===== config.mk =====
export PLATFORM = sky130hd
export DESIGN_NAME = vcs_regs
export DESIGN_NICKNAME = d
export VERILOG_FILES = /design/src/hdl/vcs_pkg.sv /design/src/hdl/vcs_table_tracker.sv /design/src/hdl/vcs_regs.sv
export VERILOG_INCLUDE_DIRS = /design/src /design/src/hdl
export SDC_FILE = /design/constraint.sdc
export NUM_CORES = 1
export LEC_CHECK = 0
export BUFFER_PORTS_ARGS = -buffer_cell sky130_fd_sc_hd__buf_2
export CAP_MARGIN = 20
export CORE_MARGIN = 10
export CORE_UTILIZATION = 28
export CTS_CLUSTER_DIAMETER = 40
export DETAILED_ROUTE_END_ITERATION = 8
export GPL_TIMING_DRIVEN = 0
export PLACE_DENSITY = 0.88
export RECOVER_POWER = 50
export REMOVE_ABC_BUFFERS = 1
export SLEW_MARGIN = 30
export SYNTH_ARGS = -nofsm -noshare
export SYNTH_HDL_FRONTEND = slang
export SYNTH_SLANG_ARGS = --single-unit

===== constraint.sdc =====
create_clock -name clk -period 1 [get_ports clk]
set_input_delay 0 -clock clk [delete_from_list [all_inputs] [get_ports clk]]
set_output_delay 0 -clock clk [all_outputs]
set_load 0.005 [all_outputs]

===== src/hdl/vcs_defines.svh =====
/*
  Offsets, field positions, fixed values and reset values of the VC0 status
  and VC1 capability registers.
  Assumes inclusion by bare name from the design files.
*/
`ifndef VCS_DEFINES_SVH
`define VCS_DEFINES_SVH

// Extended configuration byte offsets
`define VCS_ADDR_W 12
`define VCS_OFF_VC0_STATUS 12'h16a
`define VCS_OFF_VC1_CAP 12'h16c

// Status register layout
`define VCS_STAT_W 16
`define VCS_STAT_RESET 16'h0000
`define VCS_STAT_PEND_BIT 1
`define VCS_STAT_TBL_BIT 0

// Capability register field values
`define VCS_CAP_TBL_LOC 8'h07
`define VCS_CAP_SLOTS 7'h7f
`define VCS_CAP_SNOOP_REJ 1'h0
`define VCS_CAP_AS_ONLY 1'h0
`define VCS_CAP_SCHEMES 8'h11
`define VCS_CAP_RESET 32'h077f0011

// Scheme bit positions inside the capability field
`define VCS_SCH_FIXED_RR 0
`define VCS_SCH_WRR32 1
`define VCS_SCH_WRR64 2
`define VCS_SCH_WRR128 3
`define VCS_SCH_TB_WRR128 4
`define VCS_SCH_WRR256 5

// Bus data width and idle values
`define VCS_DATA_W 32
`define VCS_DATA_ZERO 32'h00000000

`endif


===== src/hdl/vcs_pkg.sv =====
/*
  Types shared by the VC status and capability register block.
  Includes the defines header itself for the data width.
*/
`include "vcs_defines.svh"

package vcs_pkg;

  // Table refresh sequencing
  typedef enum logic [1:0] {
    VCS_TBL_IDLE = 2'b00,
    VCS_TBL_LOAD = 2'b01
  } vcs_tbl_state_t;

  // State of the table tracker
  typedef struct packed {
    vcs_tbl_state_t state;
    logic changed;
    logic dirty_in_load;
    logic copy_req;
  } vcs_tbl_regs_t;

  // State of the top block
  typedef struct packed {
    logic [`VCS_DATA_W-1:0] rdata;
    logic rd_valid;
    logic wr_ack;
    logic vc0_pending;
    logic vc1_pending;
  } vcs_top_regs_t;

endpackage


===== src/hdl/vcs_table_tracker.sv =====
/*
  Tracks the port arbitration table changed flag and sequences the copy of
  configuration-space table values into the working arbitration tables.
  Assumes one-cycle pulses from the configuration write decoder and from the
  arbitration engine that performs the copy.
*/
`timescale 1ns/10ps

module vcs_table_tracker (
  input wire logic clk, // Core clock
  input wire logic rst_n, // Synchronous reset, active low
  input wire logic entry_wr, // Pulse, a table entry was modified
  input wire logic load_req, // Pulse, software wrote one to table-load
  input wire logic copy_done, // Pulse, the engine finished the copy
  output logic changed, // Table-changed flag
  output logic copy_req // Copy request to the arbitration engine
);

  vcs_pkg::vcs_tbl_regs_t cur_ff;
  vcs_pkg::vcs_tbl_regs_t nxt_cur;

  // Next-state logic
  always_comb begin
    nxt_cur = cur_ff;
    if (entry_wr) begin
      nxt_cur.changed = 1'b1;
    end
    unique case (cur_ff.state)
      vcs_pkg::VCS_TBL_IDLE: begin
        if (load_req) begin
          nxt_cur.state = vcs_pkg::VCS_TBL_LOAD;
          nxt_cur.copy_req = 1'b1;
          nxt_cur.dirty_in_load = 1'b0;
        end
      end
      vcs_pkg::VCS_TBL_LOAD: begin
        if (entry_wr) begin
          nxt_cur.dirty_in_load = 1'b1;
        end
        if (copy_done) begin
          nxt_cur.state = vcs_pkg::VCS_TBL_IDLE;
          nxt_cur.copy_req = 1'b0;
          // Clear only if no entry changed after the copy began; set wins
          if (!entry_wr && !cur_ff.dirty_in_load) begin
            nxt_cur.changed = 1'b0;
          end
        end
      end
      default: begin
        nxt_cur.state = vcs_pkg::VCS_TBL_IDLE;
        nxt_cur.copy_req = 1'b0;
      end
    endcase
  end

  // State register
  always_ff @(posedge clk) begin
    if (!rst_n) begin
      cur_ff <= '{state: vcs_pkg::VCS_TBL_IDLE, changed: 1'b0, dirty_in_load: 1'b0, copy_req: 1'b0};
    end else begin
      cur_ff <= nxt_cur;
    end
  end

  // Outputs straight from flops
  assign changed = cur_ff.changed;
  assign copy_req = cur_ff.copy_req;

endmodule // vcs_table_tracker


===== src/hdl/vcs_regs.sv =====
/*
  VC0 resource status register and VC1 resource capability register.
  Assumes configuration accesses arrive as one-cycle read and write strobes
  with a byte offset into extended configuration space; negotiation and table
  events arrive as pulses or levels from the surrounding bridge logic.
*/
`timescale 1ns/10ps
`include "vcs_defines.svh"

module vcs_regs #(
  parameter int ADDR_W = `VCS_ADDR_W, // Configuration offset width
  parameter int DATA_W = `VCS_DATA_W // Configuration data width
) (
  input wire logic clk, // Core clock, 20 MHz
  input wire logic rst_n, // Synchronous reset, active low
  input wire logic cfg_rd, // Pulse, configuration read
  input wire logic cfg_wr, // Pulse, configuration write
  input wire logic [ADDR_W-1:0] cfg_addr, // Byte offset of the access
  input wire logic [DATA_W-1:0] cfg_wdata, // Write data, discarded here
  input wire logic vc0_neg_active, // Level, VC0 negotiation in progress
  input wire logic channel_enable_bit, // Pulse, software wrote one to VC1 enable
  input wire logic vc1_neg_done, // Pulse, VC1 negotiation finished
  input wire logic arb_entry_wr, // Pulse, VC1 table entry modified
  input wire logic table_load_wr, // Pulse, software wrote one to table-load
  input wire logic table_copy_done, // Pulse, copy into working tables done
  output logic [DATA_W-1:0] cfg_rdata, // Read data, valid with cfg_rd_valid
  output logic cfg_rd_valid, // Pulse, read answer
  output logic cfg_wr_ack, // Pulse, write accepted and dropped
  output logic vc_negotiation_pending, // VC0 pending flag
  output logic vc1_negotiation_pending, // VC1 pending flag
  output logic arb_table_changed, // Table-changed flag
  output logic table_copy_req // Copy request to arbitration engine
);

  vcs_pkg::vcs_top_regs_t cur_ff;
  vcs_pkg::vcs_top_regs_t nxt_cur;
  logic tbl_changed;
  logic tbl_copy_req;

  // Scheme support word, one bit per arbitration scheme
  function automatic logic [7:0] scheme_word(input logic fixed_rr, input logic tb_wrr128);
    logic [7:0] w;
    w = 8'h00;
    w[`VCS_SCH_FIXED_RR] = fixed_rr;
    w[`VCS_SCH_WRR32] = 1'b0;
    w[`VCS_SCH_WRR64] = 1'b0;
    w[`VCS_SCH_WRR128] = 1'b0;
    w[`VCS_SCH_TB_WRR128] = tb_wrr128;
    w[`VCS_SCH_WRR256] = 1'b0;
    return w;
  endfunction

  // Capability word assembled field by field
  function automatic logic [31:0] cap_word();
    logic [31:0] w;
    w = 32'h00000000;
    w[31:24] = `VCS_CAP_TBL_LOC;
    w[23] = 1'b0;
    w[22:16] = `VCS_CAP_SLOTS;
    w[15] = `VCS_CAP_SNOOP_REJ;
    w[14] = `VCS_CAP_AS_ONLY;
    w[13:8] = 6'h00;
    w[7:0] = scheme_word(1'b1, 1'b1);
    return w;
  endfunction

  // Status word from the live flags
  function automatic logic [15:0] status_word(input logic pend, input logic tbl);
    logic [15:0] w;
    w = `VCS_STAT_RESET;
    w[`VCS_STAT_PEND_BIT] = pend;
    w[`VCS_STAT_TBL_BIT] = tbl;
    return w;
  endfunction

  // Table changed flag and refresh sequencing
  vcs_table_tracker u_tbl (
    .clk(clk),
    .rst_n(rst_n),
    .entry_wr(arb_entry_wr),
    .load_req(table_load_wr),
    .copy_done(table_copy_done),
    .changed(tbl_changed),
    .copy_req(tbl_copy_req)
  );

  // Next-state logic: pending flags and configuration answers
  always_comb begin
    nxt_cur = cur_ff;
    nxt_cur.vc0_pending = vc0_neg_active;
    if (channel_enable_bit) begin
      nxt_cur.vc1_pending = 1'b1;
    end else if (vc1_neg_done) begin
      nxt_cur.vc1_pending = 1'b0;
    end
    nxt_cur.rd_valid = cfg_rd;
    nxt_cur.wr_ack = cfg_wr;
    nxt_cur.rdata = `VCS_DATA_ZERO;
    // Reads only select data; no flag changes on a read
    if (cfg_rd) begin
      if (cfg_addr == `VCS_OFF_VC0_STATUS) begin
        nxt_cur.rdata = {16'h0000, status_word(cur_ff.vc0_pending, tbl_changed)};
      end else if (cfg_addr == `VCS_OFF_VC1_CAP) begin
        nxt_cur.rdata = cap_word();
      end
    end
  end

  // State register
  always_ff @(posedge clk) begin
    if (!rst_n) begin
      cur_ff <= '{rdata: `VCS_DATA_ZERO, rd_valid: 1'b0, wr_ack: 1'b0, vc0_pending: 1'b0, vc1_pending: 1'b0};
    end else begin
      cur_ff <= nxt_cur;
    end
  end

  // Outputs straight from flops
  assign cfg_rdata = cur_ff.rdata;
  assign cfg_rd_valid = cur_ff.rd_valid;
  assign cfg_wr_ack = cur_ff.wr_ack;
  assign vc_negotiation_pending = cur_ff.vc0_pending;
  assign vc1_negotiation_pending = cur_ff.vc1_pending;
  assign arb_table_changed = tbl_changed;
  assign table_copy_req = tbl_copy_req;

endmodule // vcs_regs


# After elaboration in Yosys (flattened, before gate mapping)

Cells that the tools add are included.
W data, S select, Z words.

Register bits: 36
Input bits: 54
Output and inout port bits: 38
Logic and storage cells: 42

Eq/ne operators: 6
Muxes and demuxes: 14
Bitwise gates (word level): 2
Reduce and logical (&&, ||, !) cells: 10

Operators with widths:

| operator              | number |
|---|---|
| $mux W27              | 1 |
| $eq A12 B9 Y1 const B | 2 |
| $mux W1               | 7 |
| $ne A2 B2 Y1 const B  | 3 |
| $mux W2               | 2 |
| $pmux W1 S2           | 2 |
| $pmux W2 S2           | 1 |
| $reduce_and A2 Y1     | 2 |
| $reduce_bool A2 Y1    | 2 |
| $mux W3               | 1 |
| $reduce_and A3 Y1     | 1 |
| $reduce_or A3 Y1      | 1 |
| $eq A2 B1 Y1 const B  | 1 |
| $logic_not A1 Y1      | 2 |
| $logic_not A2 Y1      | 1 |
| $not A1 Y1            | 2 |
| $logic_and A1 B1 Y1   | 1 |

# Longest topological paths before layout

Depth in word-level cells: 5
Gate-level depth with buffers: 3
Gate-level depth less buffers: 3

# Hierarchy

A second synthesis with hierarchy kept.

Cell total of the unflattened synthesis: 62
Area total of the unflattened synthesis: 598.1 µm²

Modules (own cells, without submodules):

| module            | times used | cells an instance | area an instance (µm²) | sequential area each (µm²) |
|---|---|---|---|---|
| vcs_regs          | 1          | 51                | 476.7                  | 140.1 |
| vcs_table_tracker | 1          | 11                | 121.4                  | 60.1 |

# Least setup slack after synthesis

Ideal clock, no wire load.

Kind: register -> register
From: register u_tbl.cur_ff[3] in the netlist's numbering
To: register u_tbl.cur_ff[1] in the netlist's numbering
Library setup time: 118 ps
Arrival time: 654 ps
Data required time: 882 ps
Path slack: 228 ps
Cell stages (with the launch flop): 4
Buffers on the path: 0
Period minus slack after synthesis: 772 ps
Path through: dfxtp_1 nand2b_1 a22oi_1 nor2b_1

Cells in the longest elaborated chain, start to end: 3
Elaborated cells between the ends (all ways): 7
Classes of those cells: eq/ne (3); mux (1); reduce/logical (3)

Ends and longest elaborated chain:

| element                                                      | RTL line                | text |
|---|---|---|
| start, declared                                              | vcs_table_tracker.sv:19 | `vcs_pkg::vcs_tbl_regs_t cur_ff;` |
| start signal, assigned                                       | vcs_table_tracker.sv:59 | `cur_ff <= '{state: vcs_pkg::VCS_TBL_IDLE, changed: 1'b0, dirty_in_load: 1'b0, copy_req: 1'b0};` |
| start signal, assigned                                       | vcs_table_tracker.sv:61 | `cur_ff <= nxt_cur;` |
| $eq A2 B1 Y1 or $logic_not A2 Y1 (tied branches)             | vcs_table_tracker.sv:28 | `unique case (cur_ff.state)` |
| $ne A2 B2 Y1 (no line) or $reduce_bool A2 Y1 (tied branches) | n/a                     |  |
| $reduce_and A3 Y1 (no line)                                  | n/a                     |  |

Several ways; a longest one is shown, not always the timed one.
A chain may end at the register's enable or synchronous reset.

# Worst setup path after layout

From: input port cfg_rd
To: register cur_ff, in the netlist cfg_rdata[1]

Cells in the longest elaborated chain, start to end: 1

Ends and longest elaborated chain:

| element                     | RTL line        | text |
|---|---|---|
| start, declared             | vcs_regs.sv:16  | `input wire logic cfg_rd,` |
| $reduce_and A2 Y1 (no line) | n/a             |  |
| end signal, assigned        | vcs_regs.sv:112 | `` cur_ff <= '{rdata: `VCS_DATA_ZERO, rd_valid: 1'b0, wr_ack: 1'b0, vc0_pending: 1'b0, vc1_pending: 1'b0}; `` |
| end signal, assigned        | vcs_regs.sv:114 | `cur_ff <= nxt_cur;` |
| end, declared               | vcs_regs.sv:35  | `vcs_pkg::vcs_top_regs_t cur_ff;` |

Every way passes these cells.

==> flow_summary.json <==
{
  "clock_skew_ns": 0.00152,
  "port_buffers": 40,
  "layout_common_cells": "buf_2, conb_1, dfxtp_1",
  "hold_class": "in -> reg",
  "synth_edf_count": 0,
  "synth_top_area_share_pct": 37.5,
  "worst_path_largest_cell_delay_ns": 0.53,
  "synth_cell_types": 17,
  "gr-total-overflow": 0,
  "drc": 0,
  "fmax_ghz": 1.15,
  "nNetsFinal": 157,
  "core_area_um2": 1960,
  "power_mw": 0.905,
  "synth-seq-area-share_pct": 34.5,
  "drv_slew": 0,
  "arrival_ns": 1.02,
  "n_antenna_cell": 0,
  "clock_sinks": 10,
  "drive_gt1_share_pct": 39.2,
  "hold_viol_final": 0,
  "core.rowCount": 16,
  "final_util_pct": 37.8,
  "via_per_inst": 3.65,
  "irDropWorstVdd_mv": 0.408,
  "path_buf_inv": 2,
  "dieArea_um2": 4290,
  "synth-seq-cells": 10,
  "cts_max_path_buffers": 2,
  "tns_ns": 0,
  "routedWlPerCell_um": 11.6,
  "synthFlopType": "dfxtp_1",
  "whs_ns": 0.00571,
  "cpMaxStageDelayCell": "dlygate4sd3_1",
  "clock_latency_ns": 0.25,
  "grt_pass1_wl_um": 2340,
  "final_antenna_net_count": 0,
  "post-route-period-util_pct": 87.1,
  "start_util_pct": 29.6,
  "path_clk_slew_ns": 0.07,
  "drt_pass1_iterations": 4,
  "drtIter0Drc": 6,
  "cts_tree": "yes",
  "synth_area_um2": 581,
  "crit_fanout": 3,
  "synth-async-reset-ratio_pct": 0,
  "fp.dieH_um": 65.5,
  "post-cts-setup-buffer-count": 0,
  "vias": 471,
  "drv_cap": 0,
  "finalSetupViolCount": 0,
  "grt_usage_pct": 6.71,
  "h-tree-depth": 1,
  "period_minus_slack_ns": 0.871,
  "postSynthCellCount": 64,
  "cts_root_buffer": "clkbuf_4",
  "place_hpwl_um": 1370,
  "worstPathCellList": "dlygate4sd3_1, buf_2, and2_2, nand4_1, nor2_1",
  "dp.cells": 120,
  "wl_um": 1500,
  "power_density_nw_per_um2": 1220,
  "status": "finished, final reports clean",
  "antenna_found_initial": 0,
  "synth_largest_area_cell": "buf_4",
  "avgSynthCellArea_um2": 9.07,
  "cp-start-kind": "primary input",
  "yosys_warnings": 0,
  "grt_max_degree": 12,
  "numCtsBuffers": 3,
  "gp_congestion": 0.779,
  "finalNonFillerCells": 129,
  "areaGrowthSynthToFinish_pct": 27.8,
  "worst_path_dominant_cell_family": "buffers and inverters",
  "synth.area.top_cells": "buf_4, dfxtp_1, nor2b_1, nand2b_1, nor4b_2",
  "leakage_nw": 0.388,
  "endpoint_kind": "register",
  "cts_resized": 0,
  "mostFrequentLayoutCell": "buf_2",
  "die-width_um": 65.5,
  "rsz0062_at_grt": "false",
  "crit_type": "in -> reg",
  "worstPathRequired_ns": 1.15,
  "grt_pass1_vias": 520,
  "ios": 92
}
==> what timing repair did <==
item                                    CTS  global route
hold buffers                              5             0
endpoints found under the setup margin    0             0
endpoints found under the hold margin     5             0
==> state kept, by name (all words and copies together), names as in the netlist <==
signal / flops
cfg_rdata: 3
vc_negotiation_pending: 1
u_tbl.cur_ff: 2
u_tbl.changed: 1
cfg_wr_ack: 1
cfg_rd_valid: 1
vc1_negotiation_pending: 1
==> cell type report <==
type                       count  area (µm²)
clock buffer                   4        36.3
fill                         206        1220
multi-input combinational     43         230
sequential                    10         200
tap                           27        33.8
timing repair buffer          45         241
==> path summary, 6_finish.rpt <==
check | startpoint | end | slack (ns) | depth (start not counted)
setup reg to reg | u_tbl.cur_ff[3]$_SDFFE_PN0P_ | u_tbl.cur_ff[1]$_SDFFE_PN0P_ | 0.19 | 3
hold reg to reg | vc_negotiation_pending$_SDFF_PN0_ | cfg_rdata[1]$_SDFF_PN0_ | 0.44 | 2
hold / removal | arb_entry_wr | u_tbl.changed$_SDFF_PN0_ | 0.006 | 3
setup / recovery | cfg_rd | cfg_rdata[1]$_SDFF_PN0_ | 0.13 | 5
==> synthesized netlist by cell type (all sizes together), types with 2 or more instances <==
master / count
and2: 3
nand2: 2
nor2: 2
dfxtp: 10
a21oi: 2
nand2b: 3
nor2b: 5
buf: 29
==> kinds of logic after synthesis <==
kind of cell,after synthesis,synth area share [%]
DFF,10,34.5
other,1,0.646
buffers and inverters,29,37.5
AOI/OAI and AO/OA,5,5.60
and+or+nand+nor,19,21.8
==> worst min-delay path, cell delays in order <==
cell	delay (ns)
buf_2	0.09
a21oi_1	0.04
nor2b_1	0.09
==> where the power goes <==
group | total [mW] | internal, mW | switching [mW]
sequential | 0.425 | 0.415 | 0.00956
combinational | 0.127 | 0.0695 | 0.0574
clock | 0.354 | 0.221 | 0.133
total | 0.905 | 0.705 | 0.200
==> per-stage QoR <==
step                      cell area [µm²]  setup WS, ns
after floorplan                       430         0.228
after global placement                664         0.226
after detailed placement              664         0.191
after CTS                             751         0.102
after global routing                  742        0.0560
final                                 742         0.129
==> per-layer routing <==
layer	up-vias	global-route usage, %	wire length [µm]
met5	-	0	0
met4	0	1.60	0
met3	0	6.27	338
met2	43	11.0	636
met1	194	5.94	527
li1	234	-	-
(Power assumes the default switching activity.)
